$ cat src/spp_pkg.sv
// Package for the serial peripheral port: register map, field positions,
// reset values, divider figures and the carrier structs.
// Assumes a 32-bit APB slave with one register per aligned word.
package spp_pkg;

  // Register byte offsets
  localparam logic [7:0] SPP_CTRL_OFF   = 8'h00;  // serial_control_reg
  localparam logic [7:0] SPP_STAT_OFF   = 8'h04;  // serial_status_reg
  localparam logic [7:0] SPP_DATA_OFF   = 8'h08;  // serial_data_reg
  localparam logic [7:0] SPP_GIE_OFF    = 8'h0C;  // global_irq_enable
  localparam logic [7:0] SPP_PIN_OFF    = 8'h10;  // pin levels

  // Control field positions
  localparam int SPP_C_BAUD0   = 0;  // baud_divider_select [1:0]
  localparam int SPP_C_PHASE   = 2;  // clock_sample_phase
  localparam int SPP_C_POL     = 3;  // clock_idle_polarity
  localparam int SPP_C_MASTER  = 4;  // master_select_bit
  localparam int SPP_C_LSB     = 5;  // bit_order_select
  localparam int SPP_C_ENABLE  = 6;  // port_enable_bit
  localparam int SPP_C_IRQEN   = 7;  // port_irq_enable
  localparam int SPP_C_SELECT_OUTPUT_ENABLE    = 8;  // select_output_enable

  // Status field positions
  localparam int SPP_S_DONE    = 7;  // transfer_done_flag
  localparam int SPP_S_WRITE_COLLISION_FLAG    = 6;  // write_collision_flag
  localparam int SPP_S_OVR     = 5;  // receive_overrun_flag
  localparam int SPP_S_MODE_FAULT_FLAG    = 4;  // mode_fault_flag
  localparam int SPP_S_REL     = 3;  // select_pin_release
  localparam int SPP_S_BUSY    = 0;  // transfer in progress

  localparam logic [8:0] SPP_CTRL_RST  = 9'h000;
  localparam logic [7:0] SPP_DATA_RST  = 8'h00;

  // Divider half periods in ref_clk cycles for divide by 8, 32, 128, 256
  localparam logic [7:0] SPP_HALF_D8   = 8'h04;
  localparam logic [7:0] SPP_HALF_D32  = 8'h10;
  localparam logic [7:0] SPP_HALF_D128 = 8'h40;
  localparam logic [7:0] SPP_HALF_D256 = 8'h80;
  localparam logic [3:0] SPP_EDGES     = 4'hF;  // Last of 16 clock edges per byte

  typedef enum logic [1:0] {
    SPP_IDLE = 2'b00,
    SPP_RUN  = 2'b01,
    SPP_TAIL = 2'b10   // Master holds select for a half period after the last edge
  } spp_state_t;

  // Pin carrier: input, output and output enable per pin
  typedef struct packed {
    logic sclk;
    logic mosi;
    logic miso;
    logic ss_n;
  } spp_pins_t;

  // Whole state of the port
  typedef struct packed {
    spp_state_t state;
    logic [8:0] ctrl;
    logic       release_sel;
    logic       gie;
    logic       done;
    logic       write_collision_flag;
    logic       ovr;
    logic       mode_fault_flag;
    logic [7:0] shift;
    logic [7:0] rbuf;
    logic [7:0] div;
    logic [3:0] edges;
    logic       sclk;
    logic       sclk_q;
    logic       tx_hold;
    spp_pins_t  sync1;
    spp_pins_t  sync2;
    spp_pins_t  pin_o;
    spp_pins_t  pin_oe;
    logic       pready;
    logic [31:0] prdata;
    logic       irq;
  } spp_regs_t;

endpackage

$ cat src/spp_port.sv
// Serial peripheral port, master or slave, byte wide, with APB registers.
// Assumes the pad ring resolves each pin from out and enable; disabled
// pins are left to the ordinary port logic (enables low).
// Function
// RQ1: Port disabled leaves serial pins to ordinary port control.
// RQ2: Enabled port keeps select pin quasi-bidirectional in both modes.
// RQ3: Master drives data-out and clock push-pull, data-in is input.
// RQ4: Slave drives its data-out only while select input is low.
// RQ5: Master driving select low still watches it for mode fault; the code skips the check while release_sel is set.
// RQ6: Polarity bit sets clock idle level only.
// RQ7: Phase 0 samples on first edge, phase 1 on second.
// RQ8: With phase 0 the master toggles select between bytes.
// RQ9: Phase 0 slave data write while selected flags write collision.
// RQ10: Phase 1 accepts back to back bytes with select held low.
// RQ11: Software disables port before changing polarity; settings match.
// RQ12: Transmit is single buffered; shifter loads only when idle.
// RQ13: Finished byte is copied to a separate read buffer.
// RQ14: Byte finishing before prior is read sets overrun, keeps old.
// RQ15: Most significant bit first, least first when order bit set.
// RQ16: Data write during transfer sets collision, transfer unchanged.
// RQ17: Write collision flag stays set until software clears it.
// RQ18: Transfer done flag sets when a byte completes.
// RQ19: Interrupt only with port and global interrupt enables set.
// RQ20: Transfer done flag stays set until software clears it.
// RQ21: Master seeing select low sets mode fault, clears master and enable.
// RQ22: Select used as output suppresses mode fault, flag stays clear.
// RQ23: Master bit set selects master, cleared selects slave.
// RQ24: Master data write starts a byte; slave never starts itself.
// RQ25: Baud field divides clock by 8, 32, 128 or 256.
// RQ26: Select output goes low per transfer and high while idle.
// RQ27: Slave aborts partial byte when select rises mid transfer.
`timescale 1ns/1ps

module spp_port
  import spp_pkg::*;
(
  input  wire logic        ref_clk,
  input  wire logic        rst_n,
  input  wire logic        psel,
  input  wire logic        penable,
  input  wire logic        pwrite,
  input  wire logic [7:0]  paddr,
  input  wire logic [31:0] pwdata,
  output logic [31:0]      prdata,
  output logic             pready,
  output logic             pslverr,
  input  wire spp_pins_t   pin_i,
  output spp_pins_t        pin_o,
  output spp_pins_t        pin_oe,
  output logic             irq
);

  spp_regs_t r, n;

  // Half period of the serial clock for a baud selection
  function automatic logic [7:0] half_of(input logic [1:0] sel);
    unique case (sel)
      2'b00: half_of = SPP_HALF_D8;
      2'b01: half_of = SPP_HALF_D32;
      2'b10: half_of = SPP_HALF_D128;
      2'b11: half_of = SPP_HALF_D256;
    endcase
  endfunction

  // Next bit to put on the line for the chosen order
  function automatic logic out_bit(input logic [7:0] s, input logic lsb);
    out_bit = lsb ? s[0] : s[7];
  endfunction

  // Shift a received bit in from the side opposite the outgoing one
  function automatic logic [7:0] shift_in(input logic [7:0] s, input logic lsb,
                                          input logic b);
    shift_in = lsb ? {b, s[7:1]} : {s[6:0], b};
  endfunction

  logic acc;
  logic wr_ev;
  logic rd_ev;
  logic en;
  logic mst;
  logic pol;
  logic pha;
  logic lsb;
  logic sel_out;
  logic ss_in;
  logic sck_in;
  logic lead_e;
  logic trail_e;
  logic samp_e;
  logic shft_e;
  logic rx_bit;
  logic byte_end;
  logic [7:0] rx_byte;

  assign acc     = psel && penable;
  assign wr_ev   = acc && pwrite;
  assign rd_ev   = acc && !pwrite;
  assign en      = r.ctrl[SPP_C_ENABLE];
  assign mst     = r.ctrl[SPP_C_MASTER];
  assign pol     = r.ctrl[SPP_C_POL];
  assign pha     = r.ctrl[SPP_C_PHASE];
  assign lsb     = r.ctrl[SPP_C_LSB];
  assign sel_out = r.release_sel && r.ctrl[SPP_C_SELECT_OUTPUT_ENABLE];
  // Only the second stage of each synchroniser is read
  assign ss_in   = r.sync2.ss_n;
  assign sck_in  = r.sync2.sclk;

  always_comb begin
    n = r;
    n.sync1  = pin_i;
    n.sync2  = r.sync1;
    n.pready = 1'b0;
    lead_e   = 1'b0;
    trail_e  = 1'b0;
    byte_end = 1'b0;
    rx_bit   = mst ? r.sync2.miso : r.sync2.mosi;

    // Master clock divider and edge generation [RQ25]
    if (mst && r.state == SPP_RUN) begin
      if (r.div == 8'h01) begin
        n.div  = half_of(r.ctrl[SPP_C_BAUD0 +: 2]);
        n.sclk = ~r.sclk;
        lead_e  = ~r.edges[0];
        trail_e = r.edges[0];
      end else begin
        n.div = r.div - 8'h01;
      end
    end else if (mst && r.state == SPP_TAIL) begin
      // Select stays low one more half period so the far side takes its
      // last bit before the frame closes; closing on the edge races it
      if (r.div == 8'h01) begin
        n.state = SPP_IDLE;
      end else begin
        n.div = r.div - 8'h01;
      end
    end else if (!mst) begin
      // Slave edges come from the synchronised pin; polarity folds out [RQ6]
      n.sclk_q = sck_in;
      lead_e   = (r.state == SPP_RUN) && (sck_in ^ pol) && !(r.sclk_q ^ pol);
      trail_e  = (r.state == SPP_RUN) && !(sck_in ^ pol) && (r.sclk_q ^ pol);
    end

    // Phase 0 samples on the leading edge, phase 1 on the trailing [RQ7]
    samp_e = pha ? trail_e : lead_e;
    shft_e = pha ? lead_e : trail_e;
    rx_byte = shift_in(r.shift, lsb, rx_bit);
    if (samp_e) begin
      n.shift = rx_byte;
    end
    // Outgoing bit moves only on the shift edge, so it stands steady at the
    // far side's sampling edge instead of changing with it [RQ7]
    if (shft_e) begin
      n.tx_hold = out_bit(r.shift, lsb);
    end
    if (lead_e || trail_e) begin
      n.edges = r.edges + 4'h1;
      byte_end = (r.edges == SPP_EDGES);
    end

    // Slave select handling: start on select low, abort on high [RQ27]
    if (en && !mst) begin
      if (r.state == SPP_IDLE && !ss_in) begin
        n.state = SPP_RUN;
        n.edges = 4'h0;
        n.sclk_q = pol;
        n.tx_hold = out_bit(r.shift, lsb);
      end else if (r.state != SPP_IDLE && ss_in) begin
        n.state = SPP_IDLE;
      end
    end

    // Byte finished: hand to read buffer or flag overrun [RQ13] [RQ14]
    if (byte_end) begin
      n.done  = 1'b1;                                   // [RQ18]
      n.edges = 4'h0;
      if (r.done) begin
        n.ovr = 1'b1;                                   // [RQ14]
      end else begin
        n.rbuf = samp_e ? rx_byte : r.shift;            // [RQ13]
      end
      // Phase 1 slave stays ready for the next byte under a held select [RQ10]
      if (mst) begin
        n.state = SPP_TAIL;
      end else if (!pha) begin
        n.state = SPP_IDLE;
      end
      n.sclk = pol;
    end

    // Mode fault while the select pin is not released and the master role is set [RQ21] [RQ22]
    if (en && mst && !r.release_sel && !ss_in) begin
      n.mode_fault_flag = 1'b1;
      n.ctrl[SPP_C_MASTER] = 1'b0;
      n.ctrl[SPP_C_ENABLE] = 1'b0;
      n.state = SPP_IDLE;
    end
    if (r.release_sel) begin
      n.mode_fault_flag = 1'b0;                                    // [RQ22]
    end

    // APB access, taken in the first access cycle, answered with pready one cycle later
    n.prdata = 32'h0000_0000;
    if (acc && !r.pready) begin
      n.pready = 1'b1;
    end
    if (wr_ev && !r.pready) begin
      unique case (paddr)
        SPP_CTRL_OFF: n.ctrl = pwdata[8:0];
        SPP_STAT_OFF: begin
          // Writing 1 clears a flag; a same-cycle set wins [RQ17] [RQ20]
          // The set terms are the events themselves, so they win even when
          // the flag is already up as software clears it
          n.done = (r.done & ~pwdata[SPP_S_DONE]) | byte_end;
          n.write_collision_flag = r.write_collision_flag & ~pwdata[SPP_S_WRITE_COLLISION_FLAG];
          n.ovr  = (r.ovr & ~pwdata[SPP_S_OVR]) | (byte_end & r.done);
          n.mode_fault_flag = (r.mode_fault_flag & ~pwdata[SPP_S_MODE_FAULT_FLAG]) | (en & mst & ~r.release_sel & ~ss_in);
          n.release_sel = pwdata[SPP_S_REL];
        end
        SPP_DATA_OFF: begin
          // Busy or selected phase 0 slave: refuse and flag [RQ16] [RQ9] [RQ12]
          if (r.state != SPP_IDLE || (!mst && !pha && !ss_in && en)) begin
            n.write_collision_flag = 1'b1;
          end else begin
            n.shift   = pwdata[7:0];
            n.tx_hold = out_bit(pwdata[7:0], lsb);   // First bit before the first edge
            if (en && mst) begin
              // Master write starts a byte; slave only loads [RQ24] [RQ23]
              n.state = SPP_RUN;
              n.edges = 4'h0;
              n.div   = half_of(r.ctrl[SPP_C_BAUD0 +: 2]);
              n.sclk  = pol;
            end
          end
        end
        SPP_GIE_OFF: n.gie = pwdata[0];
        default: ;
      endcase
    end
    if (rd_ev && !r.pready) begin
      unique case (paddr)
        SPP_CTRL_OFF: n.prdata = {23'h0, r.ctrl};
        SPP_STAT_OFF: n.prdata = {24'h0, r.done, r.write_collision_flag, r.ovr, r.mode_fault_flag,
                                  r.release_sel, 2'b00, r.state != SPP_IDLE};
        SPP_DATA_OFF: n.prdata = {24'h0, r.rbuf};
        SPP_GIE_OFF:  n.prdata = {31'h0, r.gie};
        SPP_PIN_OFF:  n.prdata = {28'h0, r.sync2.sclk, r.sync2.mosi,
                                  r.sync2.miso, r.sync2.ss_n};
        default:      n.prdata = 32'h0000_0000;
      endcase
    end

    // Pin drive; everything released while disabled [RQ1]
    n.pin_o  = '0;
    n.pin_oe = '0;
    if (n.ctrl[SPP_C_ENABLE]) begin
      if (n.ctrl[SPP_C_MASTER]) begin
        // Clock and data out push-pull, data in sampled [RQ3]
        n.pin_oe.sclk = 1'b1;
        // Idle clock follows the polarity bit at once, so a new setting
        // never leaves the previous idle level on the line [RQ6]
        n.pin_o.sclk  = (n.state == SPP_RUN) ? n.sclk : n.ctrl[SPP_C_POL];
        n.pin_oe.mosi = 1'b1;
        n.pin_o.mosi  = n.tx_hold;   // [RQ15]
        // Select as quasi output: low per byte, high when idle [RQ26] [RQ2] [RQ5]
        if (n.release_sel && n.ctrl[SPP_C_SELECT_OUTPUT_ENABLE]) begin
          n.pin_o.ss_n  = (n.state == SPP_IDLE);
          n.pin_oe.ss_n = (n.state != SPP_IDLE);
        end
      end else if (!ss_in) begin
        // Slave answers only while selected [RQ4]
        n.pin_oe.miso = 1'b1;
        n.pin_o.miso  = n.tx_hold;   // [RQ15]
      end
    end

    // Interrupt needs both enables [RQ19]
    n.irq = n.ctrl[SPP_C_IRQEN] && n.gie && (n.done || n.mode_fault_flag);
  end

  // State register; reset loads constants only
  always_ff @(posedge ref_clk) begin
    if (!rst_n) begin
      r        <= '0;
      r.ctrl   <= SPP_CTRL_RST;
      r.rbuf   <= SPP_DATA_RST;
      r.state  <= SPP_IDLE;
      r.sync1  <= '1;
      r.sync2  <= '1;
    end else begin
      r <= n;
    end
  end

  assign prdata  = r.prdata;
  assign pready  = r.pready;
  assign pslverr = 1'b0;
  assign pin_o   = r.pin_o;
  assign pin_oe  = r.pin_oe;
  assign irq     = r.irq;

endmodule

$ cat config.mk
export PLATFORM = sky130hd
export DESIGN_NAME = spp_port
export DESIGN_NICKNAME = d
export VERILOG_FILES = /design/src/spp_pkg.sv /design/src/spp_port.sv
export SDC_FILE = /design/constraint.sdc
export NUM_CORES = 1
export LEC_CHECK = 0
export ABC_CLOCK_PERIOD_IN_PS = 2750
export BUFFER_PORTS_ARGS = -buffer_cell sky130_fd_sc_hd__buf_2
export CORE_ASPECT_RATIO = 1.4
export CORE_UTILIZATION = 43
export DETAILED_ROUTE_END_ITERATION = 10
export MAX_ROUTING_LAYER = met4
export PLACE_DENSITY = 0.66
export REMOVE_ABC_BUFFERS = 1
export SLEW_MARGIN = 20
export SYNTH_ARGS = -nofsm -noshare
export SYNTH_HDL_FRONTEND = slang
export SYNTH_SLANG_ARGS = --single-unit
$ cat constraint.sdc
create_clock -name ref_clk -period 2.75 [get_ports ref_clk]
set_clock_uncertainty 0.05 [all_clocks]
set_input_delay 0.4125 -clock ref_clk [delete_from_list [all_inputs] [get_ports ref_clk]]
set_output_delay 0.4125 -clock ref_clk [all_outputs]
set_load 0.05 [all_outputs]
Word-level counts from Yosys, hierarchy flattened
Index checks and enable logic that the tools add are counted.
{"block": "classes", "shift": 0, "mux": 75, "order_cmp": 0, "div": 0, "n_mul": 0, "n_eq_ne": 13, "n_reduce_logical": 51, "add_sub_neg": 2, "n_bitwise": 24}
{"operator": "8-bit two-way mux", "count": 8}
{"operator": "13-bit two-way mux", "count": 4}
{"operator": "9-bit case mux with 5 select lines", "count": 1}
{"operator": "1-bit two-way mux", "count": 37}
{"operator": "2-bit two-way mux", "count": 17}
{"operator": "8-bit case mux with 4 select lines", "count": 1}
{"operator": "25-bit two-way mux", "count": 1}
{"operator": "1-bit logical AND", "count": 24}
{"operator": "8-bit by 4-bit equality test with 1-bit output (second input constant)", "count": 2}
{"operator": "4-bit two-way mux", "count": 3}
{"operator": "1-bit NOT", "count": 11}
{"operator": "9-bit two-way mux", "count": 1}
{"operator": "1-bit AND", "count": 8}
{"operator": "8-bit by 1-bit equality test with 1-bit output (second input constant)", "count": 1}
{"operator": "8-bit by 3-bit equality test with 1-bit output (second input constant)", "count": 1}
{"operator": "8-bit by 5-bit equality test with 1-bit output (second input constant)", "count": 1}
{"operator": "1-bit zero test", "count": 8}
{"operator": "8-bit zero test", "count": 1}
{"operator": "2-bit AND reduction", "count": 4}
{"operator": "8-bit by 1-bit subtractor with 8-bit output (second input constant)", "count": 1}
{"operator": "2-bit by 1-bit equality test with 1-bit output (second input constant)", "count": 3}
{"operator": "2-bit equality test (second input constant)", "count": 3}
{"operator": "2-bit zero test", "count": 3}
{"operator": "3-bit AND reduction", "count": 2}
{"operator": "12 further kinds", "count": 19}
{"block": "totals", "output_inout_bits": 43, "register_bits": 98, "elab_cells": 200, "mem_bits_rw": 0, "latchBits": 0, "rom_bits": 0, "memories": 0, "input_bits": 49}

Depth between registers and ports, before layout
Gate-level depths: netlist (run 1).
{"block": "logic_depth", "depth_word": 17, "depth_mapped": 10, "ltp_nobuf": 10}

Worst setup path after synthesis (run 1)
No wires, ideal clock.
{"block": "synth_timing", "kind": "in2reg", "start": "input port paddr[1]", "end": "register r (netlist bit pin_o[0])", "setup_ns": 0.060, "required_ns": 2.640, "n_path_buf": 0, "path_slack_ns": 0.257, "path_stages": 6, "arrival_time_ns": 2.384, "cell_sequence": "or4_4 > or4_4 > nor3b_4 > nand2_1 > a2111oi_2 > and2_1"}
{"block": "synth_between", "elab_chain_len": 5, "word_cells_on_any_way": 10, "classes_between": "eq/ne: 2; mux: 4; reduce/logical: 4"}
{"item": "start, declared", "line_no": "spp_port.sv:42", "source": "input wire logic [7:0] paddr,"}
{"item": "8-bit by 3-bit equality test with 1-bit output or 8-bit zero test (tied branches)", "line_no": "spp_port.sv:207", "source": "unique case (paddr)"}
{"item": "1-bit two-way mux or 9-bit two-way mux (tied branches)", "line_no": "spp_port.sv:207"}
{"item": "25-bit two-way mux *", "line_no": "spp_port.sv:206", "source": "if (wr_ev && !r.pready) begin"}
{"item": "1-bit logical AND", "line_no": "spp_port.sv:265", "source": "if (n.release_sel && n.ctrl[SPP_C_SELECT_OUTPUT_ENABLE]) begin"}
{"item": "4-bit AND reduction (no source line)"}
{"item": "end signal, assigned", "line_no": "spp_port.sv:290", "source": "r <= n;"}
{"item": "end, declared", "line_no": "spp_port.sv:53", "source": "spp_regs_t r, n;"}
Every way passes the cells marked *; elsewhere a longest branch is shown, timed or not.
A chain may end at the register's enable or synchronous reset.

Worst setup path after layout (run 1)
{"block": "layout_timing", "start": "register r[57] (netlist bit)", "end": "register r[65] (netlist bit)"}
{"block": "layout_between", "elab_chain_len": 6, "word_cells_on_any_way": 10, "classes_between": "eq/ne: 1; mux: 7; reduce/logical: 2"}
{"item": "8-bit by 1-bit equality test with 1-bit output *", "line_no": "spp_port.sv:120", "source": "if (r.div == 8'h01) begin"}
{"item": "1-bit two-way mux", "line_no": "spp_port.sv:120"}
{"item": "1-bit two-way mux", "line_no": "spp_port.sv:119", "source": "if (mst && r.state == SPP_RUN) begin"}
{"item": "1-bit logical OR", "line_no": "spp_port.sv:155", "source": "if (lead_e || trail_e) begin"}
{"item": "1-bit two-way mux", "line_no": "spp_port.sv:155"}
{"item": "2-bit AND reduction (no source line)"}
Marked as above.

==> results of run 1 <==
-- routing by layer --
layer	track usage [%]	wire, um
met1	24.0	3640
met2	36.6	5010
met3	2.48	198
met4	12.6	297
met5	-	0
-- where the power goes --
part	internal, mW	switching [mW]	total, mW
clock network	0.631	0.424	1.05
registers	1.08	0.00832	1.09
logic	0.0477	0.141	0.189
total	1.76	0.573	2.33
-- timing repair --
| item | in CTS | in global routing |
|---|---|---|
| gates resized for setup | 0 | 3 |
| endpoints found under the setup margin | 0 | 3 |
| buffers inserted | 0 | 0 |
| endpoints found under the hold margin | 0 | 0 |
-- flip-flops by register name (all words and copies together), names as in the netlist --
name / count
en: 1
irq: 1
lsb: 1
mst: 1
n: 4
pha: 1
pin_o: 4
pin_oe: 3
pol: 1
prdata: 9
pready: 1
r: 45
sck_in: 1
ss_in: 1
-- Yosys cell counts (2+ instances only) --
library cell / count / share of area, %
a22oi_1: 3 / 0.58
nor2b_1: 9 / 1.5
a31oi_1: 2 / 0.32
a21oi_1: 26 / 3.4
nor3b_1: 2 / 0.39
nand2b_1: 17 / 2.8
nand2_1: 47 / 4.6
mux2i_1: 22 / 5.7
dfxtp_1: 74 / 38
ha_1: 4 / 1.3
xor2_1: 4 / 0.91
or3b_2: 3 / 0.68
and2_1: 4 / 0.65
o21ai_0: 17 / 2.2
xnor2_1: 6 / 1.4
or4_4: 2 / 0.58
a211o_1: 2 / 0.45
nor2_1: 46 / 4.5
nor4_1: 5 / 0.81
o21a_1: 2 / 0.39
nand4_1: 4 / 0.65
nor4b_1: 2 / 0.45
o211ai_1: 6 / 1.2
nand3b_1: 8 / 1.6
and4_1: 2 / 0.45
clkbuf_1: 17 / 1.7
or2_2: 2 / 0.32
nand3_1: 6 / 0.78
nor3_1: 5 / 0.65
a21o_1: 3 / 0.58
inv_1: 12 / 1.2
a22o_1: 2 / 0.45
mux2_2: 11 / 3.2
o22ai_1: 14 / 2.3
nor4_2: 2 / 0.65
buf_4: 41 / 8.0
-- metrics by stage --
stage	util [%]	hold WS (ns)
2_1_floorplan	-	0.336
3_3_place_gp	46.8	0.338
3_5_place_dp	46.8	0.341
4_1_cts	49.8	0.202
5_1_grt	50.0	0.217
6_report	50.0	0.206
-- cell type report --
cell class | instances | area (um^2) | area share, %
clock buffers | 13 | 250 | 5.79
clock inverters | 3 | 15.0 | 0.347
inverters | 12 | 45.0 | 1.04
multi-input cells | 331 | 2050 | 47.4
flip-flops and latches | 74 | 1480 | 34.2
well taps | 105 | 131 | 3.04
repair buffers | 60 | 353 | 8.16
-- cells by family after synthesis --
| family | after synthesis | share of synthesized area (%) |
|---|---|---|
| compound gates | 85 | 13.9 |
| xor+xnor | 10 | 2.27 |
| fa+ha+maj | 4 | 1.30 |
| buf+inv | 71 | 10.9 |
| flops | 74 | 38.4 |
| mux | 33 | 8.93 |
| other cells | 1 | 0.0973 |
| simple gates | 175 | 24.1 |
-- worst min-delay path by stage --
| stage | cells past startpoint | slack [ns] | end | from |
|---|---|---|---|---|
| 2_1_floorplan | 1 | 0.34 | r[43] | n[43] |
| 3_3_place_gp | 1 | 0.34 | r[43] | n[43] |
| 3_5_place_dp | 1 | 0.34 | ss_in | n[42] |
| 4_1_cts | 2 | 0.20 | n[44] | pin_i[2] |
| 5_1_grt | 2 | 0.22 | n[43] | pin_i[1] |
| 6_report | 2 | 0.21 | n[44] | pin_i[2] |
==> results.py, run 1 <==
metrics = {
    "worst_setup_path": {
        "endpoint_kind": "flop",
        "start_kind": "flop",
        "worst-endpoint-arrival_ns": 2.81,
        "critPathTopFamily": "simple AND/OR/NAND/NOR gates",
        "worstPathMaxFanout": 8,
        "reg2reg_depth": 8,
        "timing.rr.end": "r[65]",
        "regToRegSetupSlack_ns": 0.1,
        "worstPathCellList": "ha_1 > or3b_2 > nor4b_1 > o21ai_0 > o22ai_2 > buf_12 > mux2i_1 > a21oi_1",
        "critical_path.reg2reg.startpoint": "r[57]",
        "timing_worst_setup_path_type": "flop to flop",
        "worst_ep_required_time_ns": 2.90,
        "cp_slowest_stage_delay_ns": 0.51,
        "worst-path-buf-inv": 1,
        "crit_path_slowest_cell": "or3b_2",
        "path_depth": 8,
        "cp-startpoint": "r[57]",
        "worst_setup_path_endpoint": "r[65]",
    },
    "synth": {
        "fraction_of_registers_with_async_set_reset_pct": 0,
        "avgSynthCellArea_um2": 8.51,
        "number_of_synthesized_flops_with_an_enable_pin": 0,
        "post_synth_num_cell_types": 55,
        "ys_dominant_reg_cell": "dfxtp_1",
        "postSynthCellCount": 453,
        "post_synth_instance_area_um2": 3850,
        "yosys_warnings": 0,
        "synth_sequential_area_ratio_pct": 38.4,
        "ys_ff_latch": 74,
    },
    "sta": {
        "final.setup.tns_ns": 0,
        "setup_viol": 0,
        "clock.fmax_mhz": 377,
        "final_hold_viol_count": 0,
        "finalWorstSetupSlack_ns": 0.0982,
        "worst_slew_margin_rel_pct": 57.6,
        "worstMarginPinSlew_ns": 0.630,
        "fin_crit_ns": 2.65,
        "fin_crit_sh_pct": 96.4,
        "report.final.slew_viol_count": 0,
    },
    "placed_design": {
        "place_congestion": 0.895,
        "dp_hpwl_um": 6860,
        "dp_slack_ns": 0.00170,
        "postPlaceCellArea_um2": 4050,
        "port_buffer_cells": 44,
        "placed_cells_incl_taps": 582,
    },
    "clock_tree": {
        "clkSinkCount": 74,
        "cts_max_level": 3,
        "root_buffer": "clkbuf_16",
        "worst_skew_pair.late_latency_ns": 0.33,
        "clkSlewWorstSetupHoldPaths_ns": 0.06,
        "cts_inserted_buffers": 9,
        "cts_hold_buf": 0,
        "cts_buffer_depth": 2,
        "cts_tree": "done",
    },
    "route": {
        "routed_wirelength_um": 9150,
        "drt.antenna.violating_nets": 0,
        "wl_per_cell_um": 15.3,
        "detailroute.via_count": 3180,
        "dr.pass1.iters": 4,
        "avgViaCountPerCell": 5.32,
        "drtIter0Drc": 154,
        "drc": 0,
    },
    "global_routing": {
        "first_global_vias": 3029,
        "grt_util_all_layers_pct": 21.7,
        "grt_pass1_wl_um": 14700,
        "antenna_found_initial": 0,
        "grt-ovfl-total": 0,
        "grt_start_max_net_pins": 40,
    },
    "finish": {
        "layout-area-overhead-vs-synth_pct": 12.2,
        "final_cell_count_no_fill": 598,
        "layout_common_cells": "dfxtp_1 (74), nand2_1 (47), nor2_1 (46)",
        "diodes_inserted": 0,
        "finalNetCount": 541,
        "post_route_cells_drive_above_1_share_pct": 20.5,
        "filler_cell_count": 859,
        "final_area_um2": 4330,
        "layout.cells.most_common": "dfxtp_1",
    },
    "power": {
        "pwr_density_cell_nw_per_um2": 539,
        "power.static_leakage_nw": 1.72,
        "overall_power_mw": 2.33,
        "ir_worst_vdd_v": 0.000385,
    },
    "die": {
        "starting_density_of_the_core_pct": 44.5,
        "floorplan.die.height_um": 114,
        "dieArea_um2": 9350,
        "floorplan.rows": 40,
        "ios": 92,
        "coreArea_um2": 8660,
        "floorplan.die.width_um": 82.0,
    },
    "flow_run": {
        "cap_violations": 0,
    },
    "run_status": {
        "outcome": "finished clean",
    },
    "hold_path": {
        "worst_hold_path_type": "input pin to flop",
    },
}
Power figures use the tool's default switching activity.
==> run 2: changes to the inputs <==
ABC_AREA = 1   (was unset)
CAP_MARGIN = 15   (was unset)
==> run 2 against run 1 <==
Count of clock-buffer cells in the layout decreased by 3; non-clock buffer count down 14; final area increased by 2.7%; die area increased by 3.7%; synthesized cell count up 19%; first-iteration DRC count rose by 51%; largest power group is now clock.
==> results.py, run 2 <==
metrics = {
    "global_routing": {
        "grt_util_all_layers_pct": 20.1,
        "grt-ovfl-total": 0,
        "first_global_vias": 3151,
        "grt_start_max_net_pins": 28,
        "antenna_found_initial": 0,
        "grt_pass1_wl_um": 14800,
    },
    "power": {
        "overall_power_mw": 2.59,
        "power.static_leakage_nw": 2.15,
        "pwr_density_cell_nw_per_um2": 583,
        "ir_worst_vdd_v": 0.000327,
    },
    "synth": {
        "combinational_family_with_the_most_area_after_synthesis": "simple AND/OR/NAND/NOR gates",
        "avgSynthCellArea_um2": 7.45,
        "post_synth_instance_area_um2": 4000,
        "postSynthCellCount": 537,
        "post_synth_simple_gate_area_pct": 26.2,
        "post_synth_num_cell_types": 50,
        "synth_fa_ha_area_share_pct": 1.25,
        "muxShareOfSynthArea_pct": 0,
        "number_of_synthesized_flops_with_an_enable_pin": 0,
        "synth_area_leaders": "dfxtp_1 (37%), buf_4 (7.9%), inv_1 (6.9%)",
        "ys_ff_latch": 74,
        "post_synth_most_frequent_cells": "dfxtp_1 (74), inv_1 (74), nand2_1 (65)",
        "ys_dominant_reg_cell": "dfxtp_1",
        "yosys_warnings": 0,
        "synthXorXnorAreaFrac_pct": 1.09,
        "fraction_of_registers_with_async_set_reset_pct": 0,
        "synth_sequential_area_ratio_pct": 37.0,
        "synth_compound_area_share_pct": 17.0,
        "yosys.area.top_type_share_pct": 37.0,
        "netlist.top_cell.by_area": "dfxtp_1",
    },
    "placed_design": {
        "port_buffer_cells": 44,
        "dp_hpwl_um": 6990,
        "place_congestion": 0.893,
        "postPlaceCellArea_um2": 4100,
        "dp_slack_ns": 0.575,
        "placed_cells_incl_taps": 664,
    },
    "route": {
        "drc": 0,
        "drt.antenna.violating_nets": 0,
        "dr.pass1.iters": 4,
        "avgViaCountPerCell": 4.94,
        "detailroute.via_count": 3355,
        "wl_per_cell_um": 13.4,
        "routed_wirelength_um": 9100,
        "drtIter0Drc": 233,
    },
    "sta": {
        "final_hold_viol_count": 0,
        "rsz0062_at_grt": "no",
        "worstMarginPinSlew_ns": 0.496,
        "fin_crit_ns": 2.08,
        "report.final.slew_viol_count": 0,
        "fin_crit_sh_pct": 75.5,
        "finalWorstSetupSlack_ns": 0.675,
        "setup_viol": 0,
        "worst_slew_margin_rel_pct": 66.7,
        "hold-worst-slack_ns": 0.211,
        "final.setup.tns_ns": 0,
        "clock.fmax_mhz": 482,
    },
    "clock_tree": {
        "cts_inserted_buffers": 9,
        "root_buffer": "clkbuf_16",
        "cts_buffer_depth": 2,
        "cts_max_level": 3,
        "worst_skew_pair.late_latency_ns": 0.33,
        "cts_hold_buf": 0,
        "cts_tree": "done",
        "cts_resized": 0,
        "post-cts-setup-buffers": 0,
        "clkSinkCount": 74,
        "clkSlewWorstSetupHoldPaths_ns": 0.06,
    },
    "finish": {
        "layout-area-overhead-vs-synth_pct": 11.0,
        "largest_register": "r",
        "multi_input_gate_area_um2": 1920,
        "diodes_inserted": 0,
        "final_area_um2": 4440,
        "finalNetCount": 621,
        "largest_register_ffs": 45,
        "seqCellArea_um2": 1480,
        "post_route_cells_drive_above_1_share_pct": 21.5,
        "final_cell_count_no_fill": 679,
        "layout_common_cells": "inv_1 (74), dfxtp_1 (74), nand2_1 (65)",
        "finalCoreUtilization_pct": 49.2,
        "filler_cell_count": 916,
    },
    "hold_path": {
        "min-delay-start": "pin_i[1]",
        "worst_hold_path_type": "input pin to flop",
    },
    "die": {
        "coreArea_um2": 9030,
        "floorplan.rows": 41,
        "ios": 92,
        "floorplan.die.height_um": 116,
        "floorplan.die.width_um": 83.5,
        "dieArea_um2": 9700,
        "starting_density_of_the_core_pct": 44.3,
    },
    "worst_setup_path": {
        "worstPathMaxFanout": 16,
        "timing_worst_setup_path_type": "flop to flop",
        "worst_ep_required_time_ns": 2.92,
        "cp-startpoint": "mst",
        "worst-endpoint-arrival_ns": 2.25,
        "critical_path.reg2reg.startpoint": "mst",
        "reg2reg_depth": 9,
        "start_kind": "flop",
        "timing.rr.end": "r[77]",
        "regToRegSetupSlack_ns": 0.67,
        "endpoint_kind": "flop",
        "worst_setup_path_endpoint": "r[77]",
    },
    "flow_run": {
        "cap_violations": 0,
    },
    "run_status": {
        "outcome": "finished clean",
    },
}
-- run 2: worst min path at each step --
stage | end | slack [ns] | cells after the start
floorplan | r[43] | 0.34 | 1
global placement | r[43] | 0.35 | 1
global route | n[44] | 0.21 | 2
CTS | n[43] | 0.20 | 2
detailed placement | sck_in | 0.35 | 1
finish | n[43] | 0.21 | 2
-- run 2: critical path, cell delays in order (launching register included) --
cell and delay (ns):
dfxtp_1 0.53, inv_2 0.13, nor2_4 0.17, inv_2 0.08, nand2_2 0.09, nand2_4 0.07
o21ai_4 0.39, o21ai_0 0.22, o21bai_1 0.18, inv_1 0.05
-- run 2: routing by layer --
| metal | wire length, um | part of all wire (%) | vias to the layer above | global-route usage [%] |
|---|---|---|---|---|
| li1 | - | - | 1727 | - |
| met1 | 3960 | 44 | 1504 | 22.7 |
| met2 | 4310 | 47 | 98 | 33.2 |
| met3 | 454 | 5.0 | 26 | 4.17 |
| met4 | 377 | 4.1 | 0 | 12.0 |
| met5 | 0 | 0 | - | - |
-- run 2: cells by family after synthesis --
| kind of cell | count (synthesis) |
|---|---|
| AOI/OAI and AO/OA | 114 |
| xor gates and xnor gates | 5 |
| adders and majority gates | 4 |
| buffers and inverters | 137 |
| DFF | 74 |
| other | 1 |
| and+or+nand+nor | 202 |
-- run 2: power by group --
group	internal, mW	leakage, nW	switching (mW)	total, mW
clock network	0.904	0.165	0.446	1.35
registers	1.08	0.598	0.00353	1.08
logic	0.0299	1.39	0.126	0.156
-- run 2: final cells by class --
| class | count | area share [%] |
|---|---|---|
| inverters | 88 | 7.50 |
| clock buffers | 10 | 5.38 |
| clock inverters | 5 | 2.31 |
| flip-flops and latches | 74 | 33.4 |
| repair buffers | 46 | 5.30 |
| multi-input cells | 349 | 43.1 |
| well taps | 107 | 3.01 |
==> run 3: changes to the inputs <==
ABC_CLOCK_PERIOD_IN_PS = 1900   (was 2750)
PLACE_DENSITY = 0.69   (was 0.66)
clock period = 1.9 ns   (was 2.75 ns; I/O delays follow)
==> run 3 against run 2 <==
First-iteration DRC count shrank 26%; sequential share of layout area shrank 2.2 points; non-clock buffer count grew 36; flip-flop and latch count is the same; setup slack lost 0.65 ns; total power grew 40%; final area grew 7.4%.
==> results.py, run 3 (synthesis results as in run 2) <==
metrics = {
    "run_status": {
        "outcome": "finished clean",
    },
    "placed_design": {
        "place_congestion": 0.893,
        "dp_hpwl_um": 7200,
        "port_buffer_cells": 44,
        "dp_slack_ns": -0.0166,
        "placed_cells_incl_taps": 695,
    },
    "finish": {
        "diodes_inserted": 0,
        "layout_common_cells": "inv_1 (72), dfxtp_1 (70), nand2_1 (63)",
        "largest_register": "r",
        "largest_register_ffs": 45,
        "layout.cells.most_common": "inv_1",
        "layout-area-overhead-vs-synth_pct": 19.3,
        "filler_cell_count": 842,
        "final_cell_count_no_fill": 716,
        "finalNetCount": 657,
        "post_route_cells_drive_above_1_share_pct": 28.4,
    },
    "global_routing": {
        "antenna_found_initial": 0,
        "global_route.usage.met3_pct": 4.38,
        "use_met1_pct": 23.7,
        "top_usage_layer": "met2",
        "grt_start_max_net_pins": 28,
        "grt-ovfl-total": 0,
        "grt_util_all_layers_pct": 20.8,
        "first_global_vias": 3233,
        "use_met2_pct": 34.4,
        "grt_pass1_wl_um": 15100,
    },
    "worst_setup_path": {
        "critical_path.reg2reg.startpoint": "r[58]",
        "worst_ep_required_time_ns": 2.13,
        "cp_slowest_stage_delay_ns": 0.32,
        "cp-startpoint": "r[58]",
        "worstPathMaxFanout": 8,
        "worstPathCellList": "inv_2 > ha_4 > nand2_4 > nor2_4 > nand2_2 > nand2_2 > nand2_4 > o21ai_4 > buf_12 > o211ai_1 > o21ai_1 > nor2_1 > nor2_1",
        "start_kind": "flop",
        "endpoint_kind": "flop",
        "timing_worst_setup_path_type": "flop to flop",
        "crit_path_slowest_cell": "dfxtp_2",
        "worst-endpoint-arrival_ns": 2.11,
    },
    "power": {
        "combinational_share_of_power_pct": 6.6,
        "ir_worst_vdd_v": 0.000786,
        "p_switching_uw": 859,
        "pwr-share-clk_pct": 50.2,
        "seq_power_share_pct": 43.2,
        "internal_power_mw": 2.77,
        "overall_power_mw": 3.63,
        "power.share.switching_pct": 23.7,
        "power.static_leakage_nw": 2.36,
        "pwr_density_cell_nw_per_um2": 760,
    },
    "die": {
        "floorplan.die.width_um": 83.5,
        "floorplan.rows": 41,
        "floorplan.die.height_um": 116,
        "dieArea_um2": 9700,
        "coreArea_um2": 9030,
        "ios": 92,
        "starting_density_of_the_core_pct": 44.3,
    },
    "route": {
        "wl_per_cell_um": 13.2,
        "avgViaCountPerCell": 4.98,
        "dr.pass1.iters": 5,
        "drtIter0Drc": 173,
        "drt.antenna.violating_nets": 0,
        "drc": 0,
        "routed_wirelength_um": 9470,
        "detailroute.via_count": 3565,
    },
    "sta": {
        "rsz0062_at_grt": "yes",
        "hold-worst-slack_ns": 0.0786,
        "worst_slew_margin_rel_pct": 66.6,
        "worstMarginPinSlew_ns": 0.501,
        "clock.fmax_mhz": 532,
        "setup_viol": 0,
        "final.setup.tns_ns": 0,
        "fin_crit_sh_pct": 98.9,
        "report.final.slew_viol_count": 0,
        "fin_crit_ns": 1.88,
        "final_hold_viol_count": 0,
        "finalWorstSetupSlack_ns": 0.0201,
    },
    "clock_tree": {
        "cts_hold_buf": 0,
        "cts_buffer_depth": 2,
        "root_buffer": "clkbuf_16",
        "cts_max_level": 3,
        "cts_inserted_buffers": 9,
        "clkSinkCount": 74,
        "worst_skew_pair.late_latency_ns": 0.34,
        "clkSlewWorstSetupHoldPaths_ns": 0.06,
        "cts_tree": "done",
    },
    "flow_run": {
        "cap_violations": 0,
    },
    "hold_path": {
        "worst_hold_path_type": "input pin to flop",
        "min-delay-start": "pin_i[2]",
    },
}
[run 3: area by class of cell]
class,count,area [um^2],share of cell area (%)
clock buffers,10,229,4.80
clock inverters,6,90.1,1.89
inverters,88,333,6.98
multi-input cells,349,1960,41.1
flip-flops and latches,74,1490,31.2
well taps,107,134,2.81
repair buffers,82,536,11.2
[run 3: critical path: cells and delay by family, from the launching register on]
kind	cells	cell delay, ns
AOI/OAI and AO/OA	3	0.48
buffers and inverters	2	0.23
and+or+nand+nor	7	0.59
adders and majority gates	1	0.14
DFF	1	0.32
[run 3: worst paths after layout]
check / slack [ns] / cells past startpoint / endpoint
worst min register to register: 0.36 / 1 / sck_in
worst max register to register: 0.02 / 13 / r[69]
worst min-delay path: 0.08 / 2 / n[44]
worst max-delay path: 0.02 / 13 / r[69]
[run 3: stage by stage]
step / cell area, um^2 / utilization, %
floorplan: 3730 / -
global placement: 4340 / 48.1
detailed placement: 4340 / 48.1
CTS: 4680 / 51.8
global route: 4770 / 52.8
finish: 4770 / 52.8
[run 3: power by group through the flow]
stage | logic (mW) | registers (mW) | clock network (mW)
after detailed placement | 0.236 | 1.60 | 0
after floorplan | 0.159 | 1.60 | 0
final | 0.238 | 1.57 | 1.82
after CTS | 0.237 | 1.57 | 1.86
after global placement | 0.234 | 1.60 | 0
after global routing | 0.255 | 1.57 | 1.93
[run 3: what timing repair did]
item                       in CTS  in global routing
setup buffers                   2                  2
gates cloned                    0                  1
resized for setup               0                 24
setup endpoints to repair       8                 23
pin swaps                       2                  8
[run 3: layer usage]
metal | part of all wire, % | vias to the layer above
li1 | - | 1801
met5 | 0 | -
met1 | 42 | 1625
met2 | 50 | 114
met3 | 4.1 | 25
met4 | 3.3 | 0
